--- src/rtl/pllpd_pkg.sv ---
// Shared constants and types for the phase detector and oscillator output block
package pllpd_pkg;

  // Number of flip-flops in each pin synchroniser
  localparam int unsigned SYNC_STAGES = 2;

  // Pin synchroniser bit positions
  localparam int unsigned PIN_SELECT  = 0;
  localparam int unsigned PIN_STOP    = 1;
  localparam int unsigned PIN_DISABLE = 2;
  localparam int unsigned PIN_REF     = 3;
  localparam int unsigned PIN_FB      = 4;
  localparam int unsigned PIN_COUNT   = 5;

  // Output stage divide ratio when the half-rate select is high
  localparam int unsigned HALF_DIVIDE = 2;

  // Reset values
  localparam logic [PIN_COUNT-1:0] SYNC_RST_VAL = 5'h00;
  localparam logic                 OSC_RST_VAL  = 1'h0;
  localparam logic                 PFD_RST_VAL  = 1'h0;

  // Detector pump request state
  typedef struct packed {
    logic up;   // Reference edge leads
    logic dn;   // Feedback edge leads
  } pllpd_pump_t;

  // Detector pin drive: level and enable
  typedef struct packed {
    logic level;
    logic oe;
  } pllpd_drive_t;

  typedef enum logic [2:0] {
    PFD_IDLE = 3'h1,
    PFD_UP   = 3'h2,
    PFD_DN   = 3'h4
  } pllpd_pfd_state_t;

endpackage : pllpd_pkg

--- src/rtl/pllpd_top.sv ---
// Phase frequency detector with three-state output and oscillator output stage
//
// How it works
// - Select low full rate, high half rate
// - Stop control halts oscillator and clears its half-rate phase
// - Oscillator output held low while stopped
// - Oscillator and detector inhibited independently
// - Detector disable releases output to high-impedance
// - Disabled detector stops comparing phases
// - Edge compare reference versus feedback, report
module pllpd_top
  import pllpd_pkg::*;
(
  input  wire logic CLOCK,              // 10 MHz system clock
  input  wire logic SYS_RST,            // Synchronous reset, active high
  input  wire logic OSC_SELECT,         // High selects half rate output
  input  wire logic OSC_STOP_CTRL,      // High stops the oscillator
  input  wire logic DETECTOR_DISABLE,   // High disables the detector
  input  wire logic REF_IN,             // Reference input
  input  wire logic FB_IN,              // Feedback counter input
  output logic      OSC_OUTPUT,         // Oscillator output
  output logic      DETECTOR_OUTPUT_O,  // Detector drive level
  output logic      DETECTOR_OUTPUT_OE  // Detector drive enable, high drives
);

  logic [PIN_COUNT-1:0] sync1_r;
  logic [PIN_COUNT-1:0] sync2_r;
  logic [1:0]           edge_prev_r;
  logic                 ref_rise;
  logic                 fb_rise;
  pllpd_pfd_state_t     pfd_state_r;
  pllpd_pfd_state_t     pfd_state_nxt;
  pllpd_pump_t          pump;
  pllpd_drive_t         drive_r;
  pllpd_drive_t         drive_nxt;
  logic                 disable_s;

  // Two-stage synchronisers on every pin input
  always_ff @(posedge CLOCK) begin
    if (SYS_RST) begin
      sync1_r <= SYNC_RST_VAL;
      sync2_r <= SYNC_RST_VAL;
    end else begin
      sync1_r <= {FB_IN, REF_IN, DETECTOR_DISABLE, OSC_STOP_CTRL, OSC_SELECT};
      sync2_r <= sync1_r;
    end
  end

  assign disable_s = sync2_r[PIN_DISABLE];

  // Oscillator section, independent of the detector
  pllpd_out_div u_out_div (
    .clk      (CLOCK),
    .rst      (SYS_RST),
    .stop     (sync2_r[PIN_STOP]),
    .half_sel (sync2_r[PIN_SELECT]),
    .osc_out  (OSC_OUTPUT)
  );

  // Edge detection on synchronised reference and feedback
  always_ff @(posedge CLOCK) begin
    if (SYS_RST) begin
      edge_prev_r <= 2'h0;
    end else begin
      edge_prev_r <= {sync2_r[PIN_FB], sync2_r[PIN_REF]};
    end
  end

  assign ref_rise = sync2_r[PIN_REF] && !edge_prev_r[0];
  assign fb_rise  = sync2_r[PIN_FB] && !edge_prev_r[1];

  // Tri-state detector: a leading edge opens a pump, the lagging edge closes it
  always_comb begin
    pfd_state_nxt = pfd_state_r;
    if (disable_s) begin
      pfd_state_nxt = PFD_IDLE;
    end else begin
      case (pfd_state_r)
        PFD_IDLE: begin
          if (ref_rise && !fb_rise) begin
            pfd_state_nxt = PFD_UP;
          end else if (fb_rise && !ref_rise) begin
            pfd_state_nxt = PFD_DN;
          end
        end
        PFD_UP: begin
          if (fb_rise) begin
            pfd_state_nxt = PFD_IDLE;
          end
        end
        PFD_DN: begin
          if (ref_rise) begin
            pfd_state_nxt = PFD_IDLE;
          end
        end
        default: pfd_state_nxt = PFD_IDLE;
      endcase
    end
  end

  always_ff @(posedge CLOCK) begin
    if (SYS_RST) begin
      pfd_state_r <= PFD_IDLE;
    end else begin
      pfd_state_r <= pfd_state_nxt;
    end
  end

  // One process drives the whole pump struct, so each member has one driver
  always_comb begin
    pump.up = (pfd_state_nxt == PFD_UP);
    pump.dn = (pfd_state_nxt == PFD_DN);
  end

  // Pump drive onto the three-state pin
  always_comb begin
    drive_nxt.level = pump.up;
    drive_nxt.oe    = (pump.up || pump.dn) && !disable_s;
  end

  always_ff @(posedge CLOCK) begin
    if (SYS_RST) begin
      drive_r.level <= PFD_RST_VAL;
      drive_r.oe    <= PFD_RST_VAL;
    end else begin
      drive_r <= drive_nxt;
    end
  end

  assign DETECTOR_OUTPUT_O  = drive_r.level;
  assign DETECTOR_OUTPUT_OE = drive_r.oe;

endmodule // pllpd_top

--- src/rtl/pllpd_out_div.sv ---
// Oscillator model with selectable divide-by-two output stage and stop control
module pllpd_out_div
  import pllpd_pkg::*;
(
  input  wire logic clk,        // System clock
  input  wire logic rst,        // Synchronous reset, active high
  input  wire logic stop,       // Halt oscillator, output low
  input  wire logic half_sel,   // High selects half rate output
  output logic      osc_out     // Oscillator output, registered
);

  logic       osc_out_r;
  logic       osc_out_nxt;
  logic       half_phase_r;

  // Core runs at full rate; half rate toggles the output on every other step
  always_comb begin
    if (stop) begin
      osc_out_nxt = 1'h0;
    end else if (half_sel && !half_phase_r) begin
      osc_out_nxt = osc_out_r;
    end else begin
      osc_out_nxt = ~osc_out_r;
    end
  end

  always_ff @(posedge clk) begin
    if (rst || stop) begin
      half_phase_r <= 1'h0;
    end else if (half_sel) begin
      half_phase_r <= ~half_phase_r;
    end else begin
      half_phase_r <= 1'h1;
    end
  end

  always_ff @(posedge clk) begin
    if (rst) begin
      osc_out_r <= OSC_RST_VAL;
    end else begin
      osc_out_r <= osc_out_nxt;
    end
  end

  assign osc_out = osc_out_r;

endmodule // pllpd_out_div

--- config.mk ---
export PLATFORM = sky130hd
export DESIGN_NAME = pllpd_top
export DESIGN_NICKNAME = d
export VERILOG_FILES = /design/src/rtl/pllpd_pkg.sv /design/src/rtl/pllpd_top.sv /design/src/rtl/pllpd_out_div.sv
export SDC_FILE = /design/constraint.sdc
export NUM_CORES = 1
export LEC_CHECK = 0
export ABC_AREA = 1
export ABC_CLOCK_PERIOD_IN_PS = 1000
export BUFFER_PORTS_ARGS = -buffer_cell sky130_fd_sc_hd__buf_4
export CORE_UTILIZATION = 52
export CTS_CLUSTER_DIAMETER = 150
export CTS_CLUSTER_SIZE = 40
export DETAILED_ROUTE_END_ITERATION = 7
export HOLD_SLACK_MARGIN = 0.03
export PLACE_DENSITY = 0.75
export SYNTH_ARGS = -nofsm -noshare
export SYNTH_HDL_FRONTEND = slang
export SYNTH_SLANG_ARGS = --single-unit
--- constraint.sdc ---
create_clock -name CLOCK -period 1 [get_ports CLOCK]
set_input_delay 0.05 -clock CLOCK [delete_from_list [all_inputs] [get_ports CLOCK]]
set_output_delay 0.05 -clock CLOCK [all_outputs]
set_load 0.005 [all_outputs]
* Yosys cells after proc, flatten, opt, wreduce, memory -nomap -nowiden
Cells that the tools add are included.
Storage, ports and cells: register bits 19, input port bits 7, output and inout port bits 3
Cells by class: equal/unequal tests 5, mux-type cells 7, bitwise gates (word level) 2, reduce and logical (&&, ||, !) cells 15
Operators by type and width (number):
- two-way mux 3 bit | 5
- one-hot mux 3 bit (3 select lines) | 1
- == test 3 x 2 -> 1 bit, second input constant | 2
- == test 3 bit, second input constant | 2
- logical AND 1 bit | 6
- zero test 1 bit | 6
- == test 3 x 1 -> 1 bit, second input constant | 1
- logical OR 1 bit | 2
- NOT 1 bit | 2
- OR reduction 2 bit | 1
- two-way mux 1 bit | 1

* Depth between registers and ports, before layout
depth after elaboration 11, gate-level depth with buffers 7, depth with buffers taken out 7

* By module
From an unflattened synthesis, not the netlist that was laid out.
Unflattened totals: cells, all modules 92, area total of the unflattened synthesis 696.9 sq um
By module, submodules not included:
- pllpd_top | instances 1, cells an instance 80, area an instance 604.3 sq um
- pllpd_out_div | instances 1, cells an instance 12, area an instance 92.6 sq um

* Worst setup path after synthesis
No wires, ideal clock.
kind register -> register, start register pfd_state_r[1], end register pfd_state_r[0], arrival 0.760 ns, data required time 0.887 ns, path slack 0.126 ns, stages on the path, launching flop included 8, buffers on the path 0, clock period less this slack 0.874 ns, cell sequence dfxtp_1 -> inv_2 -> nor2_2 -> nand2_1 -> nand3_2 -> nand2_2 -> nor2_2 -> nand2_1
On the way: word-level cells in the longest chain between the ends 3
RTL lines:
- start: declaration | line pllpd_top.sv:31 | pllpd_pfd_state_t pfd_state_r;
- start signal: assignment | line pllpd_top.sv:105 | pfd_state_r <= pfd_state_nxt;
- == test 3 bit (tied with other cells) | line pllpd_top.sv:78 | case (pfd_state_r)
- one-hot mux 3 bit (3 select lines) * | line pllpd_top.sv:78
- two-way mux 3 bit * | line pllpd_top.sv:75 | if (disable_s) begin
Every way passes the cells marked *; elsewhere a longest branch is shown, timed or not. A chain may end at the register's enable or synchronous reset.

* Final worst setup path
start register pfd_state_r[2], end register pfd_state_r[0]
Same word-level chain as after synthesis.

==> summary.txt <==
Worst setup path
  • Setup crit end kind: register
  • Worst EP arrival: approximately 1200 ps
  • CP top delay family: simple AND/OR/NAND/NOR gates
  • Worst path most repeated cell: nand3_2
  • Setup crit start kind: register
  • Crit-path cells: inv_2, nand3_2, nand3_2, nand2_2, nor2_2, nand2_1
  • Critical path class: reg -> reg
  • Worst Path Buf+Inv: 1
  • Critical path peak fanout: 4
  • Critical Path Slowest Stage Cell: dfxtp_2
  • Worst path required time: 1190 ps
  • Largest stage delay on the critical path: 350 ps

Die
  • Starting density of the core: 59.0%
  • Die X: a little under 40 µm
  • Top Ports: 10
  • Core Region: between 0.001 and 0.0015 mm²
  • DIE HEIGHT: between 30 and 40 µm
  • Rows: 12
  • Die footprint: 0.00148 mm²

Hold path
  • Worst hold path type: in -> reg

Logic synthesis
  • Synth top area share: around 55%
  • Synth top area cells: dfxtp_1 (55%), nor2_1 (11%), inv_1 (9.8%)
  • Syn_nets: 94
  • Syn Inst Count: 87
  • Cell area after synthesis: 691 µm²
  • Synthesized flop and latch total: 19
  • Synth warn: 0
  • Post-synth top area cell: dfxtp_1
  • Syn_area_per_cell: around 7.9 µm²
  • Register area share after synthesis: a little under three fifths
  • Netlist cell types: 14

Placement
  • Gpl congestion: 0.782
  • Port buffer count: 9
  • Post-DP HPWL: approximately 660 µm
  • Placed Cells incl. Taps: between 100 and 150

Pwr
  • Net switching component of the power: 0.000328 W
  • Leak pwr: a little over 0.4 nW
  • Net Sw Frac: about 24%
  • Maximum vdd drop: roughly 0.0012 V
  • Comb pwr share: a little under an eighth
  • Internal: 0.00103 W
  • P per Cell Area: between 1500 and 2000 mW/mm²
  • Clock power share: approximately 28%
  • Seq pwr share: about three fifths
  • Pwr Total: 0.00136 W

Cells and area
  • Number of diodes: 0
  • Commonest non-fill, non-tap cell in the layout: nor2_1
  • Nets: 112
  • Layout Cells excl Fill: approximately 120
  • Area Overhead vs Synth: 28.6%
  • Layout fillers: 77
  • Leading cell types in the layout, fill and taps excluded: nor2_1 (17), inv_1 (16), dfxtp_1 (12), buf_4 (10), dfxtp_2 (7)
  • Fraction of layout cells with a size suffix above 1: about two fifths
  • Post-Route Utilization: between 70 and 80%

Global routing
  • Largest net degree at the start of global routing: 19
  • GRT Overall Usage: around 18%
  • Initial antenna violation count: 0
  • Grt ovf: 0
  • First-pass GRT wire length: approximately 1.8 mm
  • Vias in the first global route: approximately 430

Detailed routing
  • DRC viols: 0
  • Vias: 530
  • Vias per inst: about 4.5
  • Antenna Nets Post-Route: 0
  • DR iter-0 viols: 11
  • DR pass1 iterations: 4
  • Post-Route WL: 1.10 mm
  • Average wire per standard cell: about 9.3 µm

Clock tree
  • Worst-path clk slew: about 100 ps
  • CTS Buffer Depth: 2
  • Worst skew pair latency: just under 300 ps
  • Num CTS Buffers: 3
  • Clock root buffer: clkbuf_4
  • CTS tree: done
  • Clock Sinks: 19
  • H-tree levels: 1

STA
  • RSZ-0062 raised after global routing: true
  • Setup-failing EPs final: 0
  • Setup Skew: about 2.2 ps
  • Slew @ Worst Pin: 179 ps
  • Max Fclk: between 1000 and 1500 MHz
  • Final hold slack: ~45 ps
  • Max_slew headroom: around nine tenths
  • Final Cycle Share: a little over nine tenths
  • Slew Viols, Final: 0
  • Fin crit period: roughly 970 ps
  • Final hold violation count: 0
  • Total Neg Setup Slack: 0 ps

Flow run
  • Max-cap check violation count: 0

Outcome
  • Status: finished, final reports clean
-- cell usage after synthesis (all sizes together) --
cell type and instances:
inv 20, nor3 1, o21ai 3, nand3 8
nand2 11, a21oi 1, buf 2, nor2 22
dfxtp 19
-- logic make-up (layout without fill, tap and decap cells) --
logic type             count (synthesis)  after routing  share of synthesized area, %
buffers and inverters                 22             39                          12.3
and+or+nand+nor                       42             42                          29.2
DFF                                   19             19                          55.1
AOI/OAI and AO/OA                      4              4                          3.44
-- path summary, 6_finish.rpt --
kind	startpoint	end	slack, ps	cells past startpoint
setup / recovery	pfd_state_r[2]$_SDFF_PP0_	pfd_state_r[0]$_SDFF_PP1_	30	6
hold / removal	SYS_RST	sync2_r[4]$_SDFF_PP0_	40	2
setup reg to reg	pfd_state_r[2]$_SDFF_PP0_	pfd_state_r[0]$_SDFF_PP1_	30	6
hold reg to reg	sync1_r[3]$_SDFF_PP0_	sync2_r[3]$_SDFF_PP0_	410	2
-- registers in the layout, indices dropped and copies added (netlist names) --
| name | count |
|---|---|
| pfd_state_r | 3 |
| DETECTOR_OUTPUT_O | 1 |
| sync1_r | 5 |
| u_out_div.osc_out | 1 |
| DETECTOR_OUTPUT_OE | 1 |
| u_out_div.half_phase_r | 1 |
| sync2_r | 5 |
| edge_prev_r | 2 |
-- worst register-to-register path: cells and delay by family, from the launching register on --
| kind | cells | cell delay [ps] |
|---|---|---|
| simple gates | 5 | 440 |
| buf+inv | 1 | 80 |
| flops | 1 | 350 |
-- power groups by stage --
stage / sequential (W) / clock, W / combinational (W)
after floorplan: 0.000829 / 0 / 0.0000925
after global placement: 0.000830 / 0 / 0.000132
after detailed placement: 0.000831 / 0 / 0.000135
after CTS: 0.000813 / 0.000385 / 0.000151
after global routing: 0.000825 / 0.000419 / 0.000183
final: 0.000820 / 0.000377 / 0.000163
-- layer usage --
layer | up-vias | routed length [µm] | global-route usage [%]
li1 | 286 | - | -
met1 | 225 | 538 | 23.3
met2 | 17 | 505 | 26.3
met3 | 2 | 46 | 5.23
met4 | 0 | 10 | 10.3
met5 | - | 0 | 0
-- through the flow --
step | setup WS [ps] | instance area (µm²)
final | 30.8 | 888
after CTS | 26.3 | 842
after global routing | -31.2 | 888
after floorplan | 126 | 691
after detailed placement | 52.7 | 766
after global placement | 70.8 | 766
-- final cells by class --
type                       instances  area (µm²)  area share, %
sequential                        19         389           43.8
multi-input combinational         46         255           28.7
timing repair buffer              15         125           14.1
inverter                          20        75.1           8.45
clock buffer                       4        26.3           2.96
tap                               14        17.5           1.97
-- repair_timing --
| item | CTS | global route |
|---|---|---|
| hold buffers | 5 | 0 |
| endpoints found under the hold margin | 5 | 0 |
| setup endpoints to repair | 0 | 2 |
| setup buffers | 0 | 1 |
| resized for setup | 0 | 19 |
No activity file was read; power rests on OpenSTA's default activity.
